[config.mk]
export PLATFORM = sky130hd
export DESIGN_NAME = slc_sleep_controller
export DESIGN_NICKNAME = d
export VERILOG_FILES = /design/src/shared/slc_pkg.sv /design/src/slc_wake_filter.sv /design/src/slc_clock_gate.sv /design/src/slc_sleep_controller.sv
export SDC_FILE = /design/constraint.sdc
export NUM_CORES = 1
export LEC_CHECK = 0
export ABC_AREA = 1
export BUFFER_PORTS_ARGS = -buffer_cell sky130_fd_sc_hd__buf_4
export CAP_MARGIN = 20
export CORE_AREA = 2 2 43 45
export CTS_CLUSTER_DIAMETER = 120
export DETAILED_ROUTE_END_ITERATION = 12
export DIE_AREA = 0 0 45 47
export PLACE_DENSITY_LB_ADDON = 0.1
export RECOVER_POWER = 100
export SYNTH_ARGS = -nofsm -noshare
export SYNTH_HDL_FRONTEND = slang
export SYNTH_SLANG_ARGS = --single-unit
[constraint.sdc]
create_clock -name mclk -period 2.1 [get_ports mclk]
set_clock_uncertainty 0.05 [all_clocks]
set_input_delay 0.21 -clock mclk [delete_from_list [all_inputs] [get_ports mclk]]
set_output_delay 0.21 -clock mclk [all_outputs]
set_load 0.005 [all_outputs]
[src/shared/slc_pkg.sv]
// Sleep controller shared constants and carrier types.
// Assumes one peripheral clock and synchronous active-high reset.
package slc_pkg;

   // Sleep state select encoding
   localparam logic [1:0] SEL_IDLE      = 2'h0;
   localparam logic [1:0] SEL_STANDBY   = 2'h1;
   localparam logic [1:0] SEL_POWERDOWN = 2'h2;

   // Controller states, one-hot
   typedef enum logic [4:0] {
      ST_ACTIVE    = 5'h01,
      ST_IDLE      = 5'h02,
      ST_STANDBY   = 5'h04,
      ST_POWERDOWN = 5'h08,
      ST_WAKE      = 5'h10
   } slc_state_e;

   // Wake latency in peripheral clock cycles
   localparam int unsigned WAKE_CYCLES = 6;
   localparam int unsigned WAKE_CW     = 3;
   localparam logic [WAKE_CW-1:0] WAKE_LAST = WAKE_CW'(WAKE_CYCLES - 1);
   localparam logic [WAKE_CW-1:0] CNT_ZERO  = 3'h0;

   // Wake request sources
   typedef struct packed {
      logic pin;        // Pin change / pin interrupt
      logic twi_match;  // Two-wire address match
      logic cap_timer;  // Capture timer interrupt
      logic uart_sof;   // Serial start of frame
      logic rtc;        // Real-time counter interrupt
      logic periodic_interrupt_timer;        // Periodic interrupt timer
      logic adc;        // Converter window interrupt
      logic other;      // Any other interrupt
   } slc_wake_s;

   // Run-in-standby settings per unit
   typedef struct packed {
      logic uart;
      logic rtc;
      logic adc;
      logic cap_timer;
      logic misc;
   } slc_stby_s;

   // Clock gate enables
   typedef struct packed {
      logic cpu;
      logic per;
      logic rtc;
      logic adc;
      logic wdt;
      logic periodic_interrupt_timer;
      logic main_osc;
   } slc_clk_s;

endpackage

[src/slc_wake_filter.sv]
// Wake source filter: which enabled requests may wake from each sleep state.
// Assumes requests are already masked by their interrupt enables.
`timescale 1ns/100ps
module slc_wake_filter (
   input  wire slc_pkg::slc_wake_s req,
   input  wire slc_pkg::slc_stby_s stby,
   input  wire logic               in_idle,
   input  wire logic               in_standby,
   input  wire logic               in_powerdown,
   output logic                    wake
);
   logic any_req;
   logic stby_req;
   logic pd_req;

   assign any_req  = |req;
   assign stby_req = req.pin | req.twi_match | req.cap_timer
                   | (req.uart_sof & stby.uart) | (req.rtc & stby.rtc);
   assign pd_req   = req.pin | req.twi_match;
   assign wake     = (in_idle & any_req) | (in_standby & stby_req)
                   | (in_powerdown & pd_req);
endmodule

[src/slc_clock_gate.sv]
// Clock gate enable decode per controller state.
// Assumes gates downstream stop a domain while its enable is low.
`timescale 1ns/100ps
module slc_clock_gate (
   input  wire slc_pkg::slc_state_e state,
   input  wire slc_pkg::slc_stby_s  stby,
   input  wire logic                wake_osc_up,
   output slc_pkg::slc_clk_s        gates
);
   always_comb begin
      gates = '1;
      case (state)
         slc_pkg::ST_ACTIVE: begin
            gates = '1;
         end
         slc_pkg::ST_IDLE: begin
            gates.cpu = 1'b0;
         end
         slc_pkg::ST_STANDBY: begin
            gates.cpu      = 1'b0;
            gates.per      = stby.misc | stby.uart | stby.cap_timer;
            gates.rtc      = stby.rtc;
            gates.adc      = stby.adc;
            gates.main_osc = stby.misc | stby.uart | stby.adc | stby.cap_timer;
         end
         slc_pkg::ST_POWERDOWN: begin
            gates.cpu      = 1'b0;
            gates.per      = 1'b0;
            gates.rtc      = 1'b0;
            gates.adc      = 1'b0;
            gates.main_osc = 1'b0;
         end
         slc_pkg::ST_WAKE: begin
            gates.cpu      = 1'b0;
            gates.main_osc = 1'b1;
            gates.per      = wake_osc_up;
         end
         default: begin
            gates = '1;
         end
      endcase
   end
endmodule

[src/slc_sleep_controller.sv]
// Sleep controller: Active, Idle, Standby and Power-Down sequencing.
// Assumes the core raises sleep_instr for one cycle on a sleep instruction,
// wake requests arrive masked by their enables, and reset covers all sources.
//
// Contract
// - Five states only: Active, Idle, Standby, Power-Down plus Wake.
// - Sleep starts only on the sleep instruction with allow bit set.
// - Sleep halts the core and gates excluded clock domains.
// - Enabled wake interrupt returns to Active, handler runs, then resumes.
// - Any reset ends sleep; core restarts at reset vector.
// - Register file, SRAM and peripheral registers kept through sleep.
// - Without enabled wake interrupt, only reset or debug halt request ends sleep.
// - Debug halt request during sleep forces return to Active.
// - Run-time debug without halt leaves sleep behaviour unchanged.
// - Idle stops only the processor clock.
// - Every interrupt wakes from Idle.
// - Standby keeps a unit clocked only if its run-in-standby is set.
// - Standby wakes on pin, address match, capture timer, gated SOF/RTC.
// - Converter may run on its own in Standby.
// - Power-Down keeps only watchdog and periodic timer running.
// - Power-Down wakes only on pin change or address match.
// - Controller runs on the peripheral clock.
// - Wake takes six clock cycles, held longer until the main source is up, no start-up wait in Idle.
`timescale 1ns/100ps
module slc_sleep_controller (
   input  wire logic               mclk,
   input  wire logic               reset,
   input  wire logic               sleep_allow_bit,
   input  wire logic [1:0]         sleep_state_select,
   input  wire logic               sleep_instr,
   input  wire slc_pkg::slc_wake_s wake_req,
   input  wire slc_pkg::slc_stby_s run_in_standby,
   input  wire logic               debug_halt_req,
   input  wire logic               debug_run,
   input  wire logic               main_osc_ready,
   output logic                    core_halt,
   output logic                    wake_done,
   output logic [4:0]              state_onehot,
   output slc_pkg::slc_clk_s       clk_gates,
   output logic                    retain
);
   slc_pkg::slc_state_e state_q;
   slc_pkg::slc_state_e state_d;
   logic [slc_pkg::WAKE_CW-1:0] cnt_q;
   logic        from_idle_q;
   logic        wake;
   logic        osc_ok;
   logic        cnt_done;
   logic        wake_done_q;
   logic        in_idle;
   logic        in_stby;
   logic        in_pd;

   assign in_idle = (state_q == slc_pkg::ST_IDLE);
   assign in_stby = (state_q == slc_pkg::ST_STANDBY);
   assign in_pd   = (state_q == slc_pkg::ST_POWERDOWN);

   slc_wake_filter u_filter (
      .req          (wake_req),
      .stby         (run_in_standby),
      .in_idle      (in_idle),
      .in_standby   (in_stby),
      .in_powerdown (in_pd),
      .wake         (wake)
   );

   // Idle never stops the main source, so no start-up wait
   assign osc_ok   = from_idle_q | main_osc_ready;
   assign cnt_done = (cnt_q == slc_pkg::WAKE_LAST) && osc_ok;

   slc_clock_gate u_gate (
      .state       (state_q),
      .stby        (run_in_standby),
      .wake_osc_up (osc_ok),
      .gates       (clk_gates)
   );

   // debug_run deliberately unused in the sequencing
   always_comb begin
      state_d = state_q;
      case (state_q)
         slc_pkg::ST_ACTIVE: begin
            if (sleep_instr && sleep_allow_bit) begin
               case (sleep_state_select)
                  slc_pkg::SEL_IDLE:      state_d = slc_pkg::ST_IDLE;
                  slc_pkg::SEL_STANDBY:   state_d = slc_pkg::ST_STANDBY;
                  slc_pkg::SEL_POWERDOWN: state_d = slc_pkg::ST_POWERDOWN;
                  default:                state_d = slc_pkg::ST_ACTIVE;
               endcase
            end
         end
         slc_pkg::ST_IDLE, slc_pkg::ST_STANDBY, slc_pkg::ST_POWERDOWN: begin
            if (wake || debug_halt_req) begin
               state_d = slc_pkg::ST_WAKE;
            end
         end
         slc_pkg::ST_WAKE: begin
            if (cnt_done) begin
               state_d = slc_pkg::ST_ACTIVE;
            end
         end
         default: begin
            state_d = slc_pkg::ST_ACTIVE;
         end
      endcase
   end

   always_ff @(posedge mclk) begin
      if (reset) begin
         state_q <= slc_pkg::ST_ACTIVE;
      end else begin
         state_q <= state_d;
      end
   end

   always_ff @(posedge mclk) begin
      if (reset) begin
         cnt_q <= slc_pkg::CNT_ZERO;
      end else if (state_q != slc_pkg::ST_WAKE) begin
         cnt_q <= slc_pkg::CNT_ZERO;
      end else if (cnt_q != slc_pkg::WAKE_LAST) begin
         cnt_q <= cnt_q + 3'h1;
      end
   end

   always_ff @(posedge mclk) begin
      if (reset) begin
         from_idle_q <= 1'b0;
      end else if (state_q == slc_pkg::ST_ACTIVE) begin
         from_idle_q <= (sleep_state_select == slc_pkg::SEL_IDLE);
      end
   end

   always_ff @(posedge mclk) begin
      if (reset) begin
         wake_done_q <= 1'b0;
      end else begin
         wake_done_q <= (state_q == slc_pkg::ST_WAKE) && cnt_done;
      end
   end

   assign core_halt    = (state_q != slc_pkg::ST_ACTIVE);
   assign wake_done    = wake_done_q;
   assign state_onehot = state_q;
   assign retain       = 1'b1;
endmodule

==> impl_metrics.ini <==
[clock_tree]
h-tree-depth = 1
ctsResizeCount = 0
insertion_delay_ps = 250
cts_setup_buffers = 0
clk_pin_slew_worst_paths_ps = 60
numCtsBuffers = 3
hold_buffers = 0
root_buffer = clkbuf_4
cts_buffer_depth = 2
cts_sinks = 10
cts_tree = built

[placement]
dp_hpwl_um = 1356
io_buffers = 32
pre_cts_ws_ps = 594.3
gp_congestion = 0.7874

[timing]
tightest_slew_ps = 482.1
setup_tns_ps = 0
fin_crit_ps = 1815
rsz0062_at_grt = false
finalMaxSlewViolations = 0
final_hold_viol_count = 0
setup_viol = 0
fmax_mhz = 551.1
worst_slack_ps = 285.3
fin_crit_sh_pct = 86.41
relSlewSlack_pct = 67.45

[yosys]
netlist.area_leader.share_pct = 26.62
ys_top_cells_by_count = nand2_1 (24), inv_1 (17), nor2_1 (16), nand3_1 (12), dfxtp_1 (10)
synth_async_sr_flop_share_pct = 0
synthXorXnorAreaFrac_pct = 2.329
synthTopCellsByArea = dfxtp_1 (27%), nand2_1 (12%), inv_1 (8.5%)
yosys-mux-area-fraction_pct = 0
yosysTopAreaCell = dfxtp_1
yosysMostFrequentCell = nand2_1
synth_edf_count = 0
synth_warnings = 0
synthCells = 118
seq_area_frac_synth_pct = 26.62
synthFlopType = dfxtp_1
synth.avg_cell_area_um2 = 6.373
synth_simple_gate_area_share_pct = 42.26
synth_top_family_by_area = simple AND/OR/NAND/NOR gates
ys_types = 23
yosys_register_bits = 10
synthAdderAreaFrac_pct = 3.328
syn_area_um2 = 752.0
synth_compound_area_share_pct = 12.48

[power_and_ir_drop]
p_sw_share_pct = 41.43
pwr-share-comb_pct = 53.5
ir_worst_vdd_uv = 492.1
power_density_mw_per_mm2 = 837.3
seqPwrFrac_pct = 31.9
p_leak_nw = 0.5270
p_int_mw = 0.4878
p_clk_share_pct = 14.6
switchingPower_mw = 0.3450

[global_routing]
grt_max_degree = 9
grt_pass1_wl_um = 2442
grt_usage_pct = 15.96
grt-ovfl-total = 0
antenna_found_initial = 0
grt_pass1_vias = 644

[setup_path]
path_class = flip-flop to primary output
slowest_delay_ps = 400
cp-start-kind = flip-flop
crit_family = compound AO/OA/AOI/OAI gates
cp-end-kind = primary output
crit_path_max_fanout = 6
critical_path_arrival_ps = 1550
required_ps = 1840
crit_slowest_cell = a21oi_1
cp_cell_sequence = nor2_2, nand2_1, a21oi_1, o21ai_0, buf_4
crit_buf_inv = 1

[floorplan]
core-area_mm2 = 0.001652
die_area_mm2 = 0.002115
die_h_um = 47
rows = 15
die_w_um = 45
start_util_pct = 45.53
boundaryPins = 37

[run]
max_cap_viol_count = 0

[layout]
num-nets-final = 178
drive_above_1_share_pct = 30.26
syn_to_final_growth_pct = 32.28
num-fill-cells = 176
n_antenna_cell = 0

[min_path]
hold_path.class = input pin to flip-flop

[routing]
final_antenna_net_count = 0
drt_first_pass_iters = 4
post_drt_wl_per_cell_um = 9.521
vias_per_cell = 4.811
drc_errors = 0
drtIter0Drc = 4
wl_um = 1609
vias = 813

[run_status]
status = completed
-- kinds of logic (layout without fill, tap and decap cells) --
kind of cell             after synthesis  in the layout
AO/OA/AOI/OAI                         14             14
buffers and inverters                 22             54
other                                  1              3
flip-flops                            10             10
AND/OR/NAND/NOR                       67             67
XOR/XNOR                               2              2
adder cells (fa/ha/maj)                2              2
-- sequential cells by signal, summed over array words and instances (netlist names) --
register / cells
cnt_q: 3
from_idle_q: 1
state_onehot: 5
wake_done: 1
-- cells in the final DEF (no fill, tap or decap), drive strengths merged --
cell type / netlist / final
conb: 1 / 3
nor2: 24 / 24
nand4: 2 / 2
clkbuf: 0 / 12
nand3: 12 / 12
nand2: 27 / 27
nor3: 2 / 2
ha: 2 / 2
dfxtp: 10 / 10
buf: 3 / 23
o311ai: 1 / 1
o21ai: 2 / 2
a21oi: 9 / 9
xnor2: 2 / 2
o211ai: 2 / 2
inv: 19 / 19
-- per-stage QoR --
step | utilization (%) | instance area, um2 | power [mW] | hold WS [ps] | cells
global placement | 60.45 | 998.5 | 0.7418 | 323.6 | 166
global route | 60.23 | 994.7 | 0.9131 | 58.14 | 169
finish | 60.23 | 994.7 | 0.8329 | 57.21 | 169
CTS | 61.82 | 1021 | 0.8772 | 51.60 | 169
floorplan | - | 759.5 | 0.5849 | 229.1 | 120
detailed placement | 60.45 | 998.5 | 0.7528 | 326.0 | 166
-- path summary, 6_finish.rpt --
kind | from | to | slack (ps) | cells after the start
setup / recovery | state_onehot[1] | clk_gates[3] | 290 | 5
hold / removal | reset | from_idle_q | 60 | 2
setup reg to reg | state_onehot[2] | state_onehot[1] | 400 | 6
hold reg to reg | from_idle_q | from_idle_q | 430 | 2
-- layer usage --
layer	global-route usage, %	vias up	part of all wire [%]
met1	18.01	350	44
met4	8.824	0	1.3
li1	-	436	-
met3	2.308	4	5.8
met5	0	-	0
met2	28.86	23	49
-- power by group through the flow --
stage                     Combinational, mW  Sequential, mW  Clock, mW
after CTS                             0.482           0.269      0.126
final                                 0.445           0.266      0.122
after global placement                0.471           0.271          0
after global routing                  0.509           0.270      0.134
after floorplan                       0.317           0.268          0
after detailed placement              0.480           0.273          0
-- area by class of cell --
| cell class | count | area (um2) | area share, % |
|---|---|---|---|
| Sequential cell | 10 | 200.2 | 20.13 |
| Multi-Input combinational cell | 88 | 439.2 | 44.15 |
| Tap cell | 17 | 21.27 | 2.138 |
| Inverter | 19 | 71.32 | 7.170 |
| Timing Repair Buffer | 32 | 240.2 | 24.15 |
| Clock buffer | 3 | 22.52 | 2.264 |
No activity file was read; power rests on OpenSTA's default activity.
